--- config.mk ---
export PLATFORM = sky130hd
export DESIGN_NAME = lpr_regs
export DESIGN_NICKNAME = d
export VERILOG_FILES = /design/src/rtl/lpr_pkg.sv /design/src/rtl/lpr_emit.sv /design/src/rtl/lpr_result.sv /design/src/rtl/lpr_regs.sv
export SDC_FILE = /design/constraint.sdc
export NUM_CORES = 1
export LEC_CHECK = 0
export BUFFER_PORTS_ARGS = -buffer_cell sky130_fd_sc_hd__buf_2
export CAP_MARGIN = 0
export CORE_ASPECT_RATIO = 0.9
export CORE_MARGIN = 3
export CORE_UTILIZATION = 52
export CTS_CLUSTER_DIAMETER = 120
export DETAILED_ROUTE_END_ITERATION = 8
export PLACE_DENSITY = 0.76
export SKIP_LAST_GASP = 1
export SLEW_MARGIN = 40
export SYNTH_ARGS = -nofsm -noshare
export SYNTH_HDL_FRONTEND = slang
export SYNTH_SLANG_ARGS = --single-unit
--- constraint.sdc ---
create_clock -name I_CLK -period 4.4 [get_ports I_CLK]
set_input_delay 0.66 -clock I_CLK [delete_from_list [all_inputs] [get_ports I_CLK]]
set_output_delay 0.66 -clock I_CLK [all_outputs]
set_load 0.01 [all_outputs]
--- src/rtl/lpr_pkg.sv ---
// Package: register map, field layout, timing and carriers of the result block
package lpr_pkg;
  localparam logic [7:0] ADDR_AMB_HI  = 8'h85;
  localparam logic [7:0] ADDR_AMB_LO  = 8'h86;
  localparam logic [7:0] ADDR_PRX_HI  = 8'h87;
  localparam logic [7:0] ADDR_PRX_LO  = 8'h88;
  localparam logic [7:0] ADDR_FREQ    = 8'h89;
  localparam logic [7:0] ADDR_MODT    = 8'h8A;
  localparam logic [7:0] ADDR_IRLVL   = 8'h8B;
  localparam logic [1:0] FREQ_RST     = 2'h2;
  localparam logic [7:0] MODT_RST     = 8'h00;
  localparam int         FREQ_LSB     = 0;
  localparam int         DEAD_LSB     = 0;
  localparam int         DELAY_LSB    = 5;
  // Emitter half period in device clocks for code 0; each code step doubles it
  localparam int         CLK_HZ       = 25000000;
  localparam int         F0_HZ        = 3125000;
  localparam logic [7:0] HALF_F0      = 8'(CLK_HZ / F0_HZ / 2);
  localparam logic [7:0] MODT_BEST    = 8'h81;

  typedef struct packed {
    logic       vld;
    logic [15:0] val;
  } lpr_result_s;

  typedef struct packed {
    logic       wr;
    logic       rd;
    logic       addr_phase;
    logic [7:0] wdata;
  } lpr_busreq_s;
endpackage : lpr_pkg

--- src/rtl/lpr_emit.sv ---
// Emitter square wave generator with delayed, dead-time blanked evaluation window
`timescale 1ns/1ns
`default_nettype none
module lpr_emit (
  input  wire logic       i_clk,
  input  wire logic       i_rst_n,
  input  wire logic       i_run,
  input  wire logic [1:0] i_freq,
  input  wire logic [2:0] i_delay,
  input  wire logic [2:0] i_dead,
  output logic            o_led,
  output logic            o_eval
);
  import lpr_pkg::*;
  logic [7:0] half_cnt_q;
  logic [7:0] half_len;
  logic [7:0] pos;
  logic [7:0] led_hist_q;
  logic       ref_led;
  logic       led_q;

  // Half period doubles per code step
  assign half_len = HALF_F0 << i_freq;

  // Square wave at the chosen test frequency while measuring
  always_ff @(posedge i_clk or negedge i_rst_n) begin
    if (!i_rst_n) begin
      half_cnt_q <= 8'h00;
      led_q      <= 1'b0;
    end else if (!i_run) begin
      half_cnt_q <= 8'h00;
      led_q      <= 1'b0;
    end else if (half_cnt_q == half_len - 8'h01) begin
      half_cnt_q <= 8'h00;
      led_q      <= ~led_q;
    end else begin
      half_cnt_q <= half_cnt_q + 8'h01;
    end
  end
  assign o_led = led_q;

  // Delay line: evaluation follows the drive by i_delay clocks
  always_ff @(posedge i_clk or negedge i_rst_n) begin
    if (!i_rst_n) begin
      led_hist_q <= 8'h00;
    end else begin
      led_hist_q <= {led_hist_q[6:0], led_q};
    end
  end
  assign ref_led = (i_delay == 3'h0) ? led_q : led_hist_q[i_delay - 3'h1];

  // Blank evaluation near each delayed edge; wider dead time lowers signal
  // Only the delayed drive-high half is evaluated; delays beyond a half period alias
  assign pos    = (half_cnt_q >= 8'(i_delay)) ? half_cnt_q - 8'(i_delay) : half_cnt_q + half_len - 8'(i_delay);
  assign o_eval = i_run && ref_led && (pos >= 8'(i_dead)) && (pos + 8'(i_dead) < half_len);
endmodule // lpr_emit
`default_nettype wire

--- src/rtl/lpr_result.sv ---
// Holding register for one 16-bit measurement result
`timescale 1ns/1ns
`default_nettype none
module lpr_result (
  input  wire logic                 i_clk,
  input  wire logic                 i_rst_n,
  input  wire lpr_pkg::lpr_result_s i_res,
  output logic [15:0]               o_val
);
  import lpr_pkg::*;
  // Latest completed value held until the next one lands
  always_ff @(posedge i_clk or negedge i_rst_n) begin
    if (!i_rst_n) begin
      o_val <= 16'h0000;
    end else if (i_res.vld) begin
      o_val <= i_res.val;
    end
  end
endmodule // lpr_result
`default_nettype wire

--- src/rtl/lpr_regs.sv ---
// Result and proximity timing register bank reached through the serial byte port
`timescale 1ns/1ns
`default_nettype none
// What this block does
// - Ambient result high byte reads at 85h and low byte at 86h.
// - Ambient result bytes are read only and writes leave them unchanged.
// - Proximity result high byte reads at 87h and low byte at 88h.
// - Proximity result bytes are read only and carry bits 15:8 and 7:0.
// - Bits 1:0 of 89h pick the emitter frequency, resetting to code 2.
// - While measuring proximity the emitter is driven with that square wave.
// - Upper bits of 8Ah delay evaluation relative to the emitter drive.
// - Lowest bits of 8Ah blank evaluation around each edge.
// - A read starts with an address-only write, then reads.
// - Each byte read without a same-cycle address byte advances the register pointer by one.
module lpr_regs (
  input  wire logic                 I_CLK,
  input  wire logic                 I_RST_N,
  input  wire lpr_pkg::lpr_busreq_s I_BUS,
  input  wire lpr_pkg::lpr_result_s I_AMB,
  input  wire lpr_pkg::lpr_result_s I_PRX,
  input  wire logic                 I_PRX_RUN,
  input  wire logic [7:0]           I_IRLVL,
  output logic [7:0]                O_RDATA,
  output logic                      O_RVALID,
  output logic                      O_LED,
  output logic                      O_EVAL
);
  import lpr_pkg::*;

  logic [7:0]  ptr_q;
  logic [1:0]  freq_q;
  logic [7:0]  modt_q;
  logic [15:0] amb_val;
  logic [15:0] prx_val;
  logic [7:0]  rd_byte;
  logic        led;
  logic        eval;

  // Result holders
  lpr_result u_amb (
    .i_clk   (I_CLK),
    .i_rst_n (I_RST_N),
    .i_res   (I_AMB),
    .o_val   (amb_val)
  );
  lpr_result u_prx (
    .i_clk   (I_CLK),
    .i_rst_n (I_RST_N),
    .i_res   (I_PRX),
    .o_val   (prx_val)
  );

  // Register pointer: set by address byte, bumped after each read that comes without one
  always_ff @(posedge I_CLK or negedge I_RST_N) begin
    if (!I_RST_N) begin
      ptr_q <= ADDR_AMB_HI;
    end else if (I_BUS.wr && I_BUS.addr_phase) begin
      ptr_q <= I_BUS.wdata;
    end else if (I_BUS.rd) begin
      ptr_q <= ptr_q + 8'h01;
    end
  end

  // Writable configuration; result addresses ignore writes
  always_ff @(posedge I_CLK or negedge I_RST_N) begin
    if (!I_RST_N) begin
      freq_q <= FREQ_RST;
      modt_q <= MODT_RST;
    end else if (I_BUS.wr && !I_BUS.addr_phase) begin
      if (ptr_q == ADDR_FREQ) begin
        freq_q <= I_BUS.wdata[FREQ_LSB +: 2];
      end else if (ptr_q == ADDR_MODT) begin
        modt_q <= I_BUS.wdata;
      end
    end
  end

  // Read mux; unused addresses read zero
  always_comb begin
    rd_byte = 8'h00;
    if (ptr_q == ADDR_AMB_HI) begin
      rd_byte = amb_val[15:8];
    end else if (ptr_q == ADDR_AMB_LO) begin
      rd_byte = amb_val[7:0];
    end else if (ptr_q == ADDR_PRX_HI) begin
      rd_byte = prx_val[15:8];
    end else if (ptr_q == ADDR_PRX_LO) begin
      rd_byte = prx_val[7:0];
    end else if (ptr_q == ADDR_FREQ) begin
      rd_byte = {6'h00, freq_q};
    end else if (ptr_q == ADDR_MODT) begin
      rd_byte = modt_q;
    end else if (ptr_q == ADDR_IRLVL) begin
      rd_byte = I_IRLVL; // Internal level, readable but not for normal use
    end
  end

  // Read answer registered one cycle after the strobe
  always_ff @(posedge I_CLK or negedge I_RST_N) begin
    if (!I_RST_N) begin
      O_RDATA  <= 8'h00;
      O_RVALID <= 1'b0;
    end else begin
      O_RVALID <= I_BUS.rd;
      if (I_BUS.rd) begin
        O_RDATA <= rd_byte;
      end
    end
  end

  lpr_emit u_emit (
    .i_clk   (I_CLK),
    .i_rst_n (I_RST_N),
    .i_run   (I_PRX_RUN),
    .i_freq  (freq_q),
    .i_delay (modt_q[DELAY_LSB +: 3]),
    .i_dead  (modt_q[DEAD_LSB +: 3]),
    .o_led   (led),
    .o_eval  (eval)
  );

  // Registered emitter outputs
  always_ff @(posedge I_CLK or negedge I_RST_N) begin
    if (!I_RST_N) begin
      O_LED  <= 1'b0;
      O_EVAL <= 1'b0;
    end else begin
      O_LED  <= led;
      O_EVAL <= eval;
    end
  end
endmodule // lpr_regs
`default_nettype wire

==> summary.md <==
| Metric | Value |
|---|---|
| Final worst-path setup slack | `0.220 ns` |
| Fmax | `239 MHz` |
| Dominant synthesized flop cell | `sky130_fd_sc_hd__dfrtp_1` |
| Yosys warning total | `0` |
| Number of buffers created by CTS | `9` |
| Cells after synthesis | `450` |
| Flop and latch count out of synthesis | `77` |
| Sequential area share after synthesis | `0.410` |
| Number of synthesized flops with an enable pin | `0` |
| Root buffer cell | `sky130_fd_sc_hd__clkbuf_8` |
| Min cycle time layout | `4.18 ns` |
| Clk sinks | `77` |
| Core Rows | `32` |
| Leakage | `2.41 nW` |
| Largest net degree at the start of global routing | `78` |
| Max cap viols | `0` |
| Worst-case vdd ir drop | `0.209 mV` |
| Post-route antenna net violation count | `0` |
| Largest clock skew in the final design | `0.0136 ns` |
| H-tree lvl count | `3` |
| Effective utilization at floorplan | `0.543` |
| Endpoint type of the worst setup path | `flop` |
| Setup WS pre-CTS | `0.0632 ns` |
| Final-report hold violation count | `0` |
| Via density per instance | `5.83` |
| Routability cong. | `0.895` |
| Antenna violations before repair | `2` |
| Setup repair after global routing missed its margin | `no` |
| Maximum fanout along the worst path | `9` |
| Most common cell after layout, fill and taps aside | `sky130_fd_sc_hd__dfrtp_1` |
| Power per standard cell area | `373 mW/mm²` |
| Die Span X | `106 µm` |
| Kind of path behind the tightest hold check | `in2async` |
| Share of cells above drive strength 1 | `0.283` |
| Floorplan core area | `0.00869 mm²` |
| Overflow after GRT | `0` |
| PortBufs | `66` |
| Via count of the first global-routing pass | `3738` |
| Worst skew pair latency | `0.35 ns` |
| Die Footprint | `0.0102 mm²` |
| Total Neg Setup Slack | `0 ns` |
| Number of placed instances with taps included | `622` |
| Netlist area before placement | `0.00471 mm²` |
| Clock Path Buffers | `2` |
| Synth-to-layout area growth | `13.3%` |
| Overall via count from detail_route | `3727` |
| Post-synth ARST share | `1.00` |
| Overall track demand over capacity in global routing | `0.232` |
| Hold Worst Slack | `0.321 ns` |
| Worst path arrival time | `4.44 ns` |
| Synthesized netlist net count | `540` |
| Number of different library cells in the post-synthesis netlist | `67` |
| Number of top-level design ports | `67` |
| Total iterations of the first detailed-routing run | `6` |
| Result of the run | `finished, final reports clean` |
| Total count of max-transition violations in the final report | `0` |
| Net count, final | `605` |
| Placed wire-length estimate | `8.58 mm` |
| Rel. slew slack | `0.541` |
| Total Routed Length | `11.1 mm` |
| Syn avg cell area | `10.5 µm²` |
| Tightest Pin Transition | `0.688 ns` |
| Worst EP required | `4.66 ns` |
| TritonCTS clock tree | `yes` |
| Wire length of the first global-routing pass | `18.3 mm` |
| Count of non-filler cells in the finished layout | `639` |
| Number of buffers added to fix hold violations after cts | `0` |
| Average wire length per cell after detail routing | `17.4 µm` |
| Share of the clock period used by the worst path | `0.950` |
| Overall power after layout | `1.99 mW` |
| Number of setup violations in the final report | `0` |
| Most used cells in the layout excluding fill and tap cells | `sky130_fd_sc_hd__dfrtp_1, sky130_fd_sc_hd__buf_2, sky130_fd_sc_hd__mux2_2, sky130_fd_sc_hd__nand2_1` |
| Kind of start point of the critical path | `flop` |
| Clock slew at the register clock pins of the worst setup and hold paths | `0.07 ns` |
| Initial drt markers | `298` |
| Floorplan die height | `96.3 µm` |
| Startpoint-to-endpoint class of the critical path | `reg2reg` |
| DR DRC count | `0` |
| Number of diodes added for antenna fixing | `0` |
## layout make-up
| cell class | instances | area (µm²) |
|---|---|---|
| timing repair buffer | 73 | 389 |
| multi-input combinational | 322 | 2590 |
| sequential | 77 | 1930 |
| clock inverter | 4 | 25.0 |
| inverter | 32 | 120 |
| fill | 755 | 3340 |
| tap | 119 | 149 |
| clock buffer | 12 | 135 |
## through the flow
step | util | instance area, µm²
5_1_grt | 0.615 | 5340
3_3_place_gp | 0.592 | 5150
6_report | 0.615 | 5340
4_1_cts | 0.611 | 5310
3_5_place_dp | 0.593 | 5150
2_1_floorplan | - | 4710
## critical path, stage by stage (launching register included)
cell and delay [ns]:
sky130_fd_sc_hd__dfrtp_1 0.49, sky130_fd_sc_hd__inv_1 0.14, sky130_fd_sc_hd__ha_1 0.47, sky130_fd_sc_hd__nand4b_1 0.19, sky130_fd_sc_hd__a41oi_4 0.35, sky130_fd_sc_hd__nor2_1 0.09
sky130_fd_sc_hd__a21oi_2 0.18, sky130_fd_sc_hd__ha_1 0.31, sky130_fd_sc_hd__a211oi_2 0.28, sky130_fd_sc_hd__nor3_1 0.09, sky130_fd_sc_hd__xnor2_1 0.15, sky130_fd_sc_hd__ha_1 0.30
sky130_fd_sc_hd__a221oi_1 0.27, sky130_fd_sc_hd__o211a_1 0.21, sky130_fd_sc_hd__or4b_1 0.44, sky130_fd_sc_hd__o2bb2ai_1 0.15
## logic make-up after synthesis
group,share of synthesized area
xor gates and xnor gates,0.0531
AOI/OAI and AO/OA,0.137
DFF,0.410
buffers and inverters,0.0454
and+or+nand+nor,0.141
adders and majority gates,0.0934
muxes,0.120
## where the power goes
group | internal, mW | total [mW] | leakage [nW] | switching [mW]
Combinational | 0.312 | 0.688 | 1.37 | 0.376
Clock | 0.203 | 0.450 | 0.0764 | 0.247
Sequential | 0.787 | 0.856 | 0.973 | 0.0689
## routing by layer
| layer | share of wire | vias up | global-route usage |
|---|---|---|---|
| met5 | 0.0014 | - | 0 |
| met4 | 0.010 | 4 | 0.0604 |
| met3 | 0.092 | 12 | 0.0624 |
| met2 | 0.45 | 152 | 0.360 |
| met1 | 0.45 | 1803 | 0.324 |
| li1 | - | 1756 | - |
## worst paths after layout
check                                startpoint                   end  slack, ns  depth (start not counted)
min reg2reg                u_emit.led_hist_q[6]  u_emit.led_hist_q[7]       0.38                          0
max in group asynchronous               I_RST_N       u_amb.o_val[13]       3.60                          1
min                                     I_RST_N              O_RVALID       0.32                          1
max                                   modt_q[7]                O_EVAL       0.22                         15
max reg2reg                           modt_q[7]                O_EVAL       0.22                         15
min in group I_CLK         u_emit.led_hist_q[6]  u_emit.led_hist_q[7]       0.38                          0
## synthesized netlist by cell type, drive strengths merged (5+ instances only)
master | count | area share
dfrtp | 73 | 0.39
inv | 32 | 0.025
xor2 | 10 | 0.019
clkbuf | 11 | 0.0088
ha | 32 | 0.085
nand2b | 6 | 0.0080
a222oi | 6 | 0.013
nor2 | 21 | 0.017
nor2b | 12 | 0.016
nor3 | 5 | 0.0053
mux2 | 42 | 0.10
o21ai | 23 | 0.024
a21oi | 10 | 0.011
buf | 8 | 0.011
and3 | 7 | 0.0098
nand3 | 9 | 0.0096
o211ai | 16 | 0.025
xnor2 | 16 | 0.030
nand2 | 37 | 0.029
a22o | 6 | 0.011
## state kept, by name, summed over array words and instances, names as in the netlist
signal and count:
modt_q 8, u_emit.half_cnt_q 8, u_prx.o_val 16, u_emit.o_led 1, freq_q 2, O_EVAL 1, O_RVALID 1, u_amb.o_val 16
O_RDATA 8, u_emit.led_hist_q 8, ptr_q 8
## timing repair
action,CTS,global route
resized for setup,0,4
setup endpoints to repair,0,1
setup buffers,0,1
No activity file was read; power rests on OpenSTA's default activity.
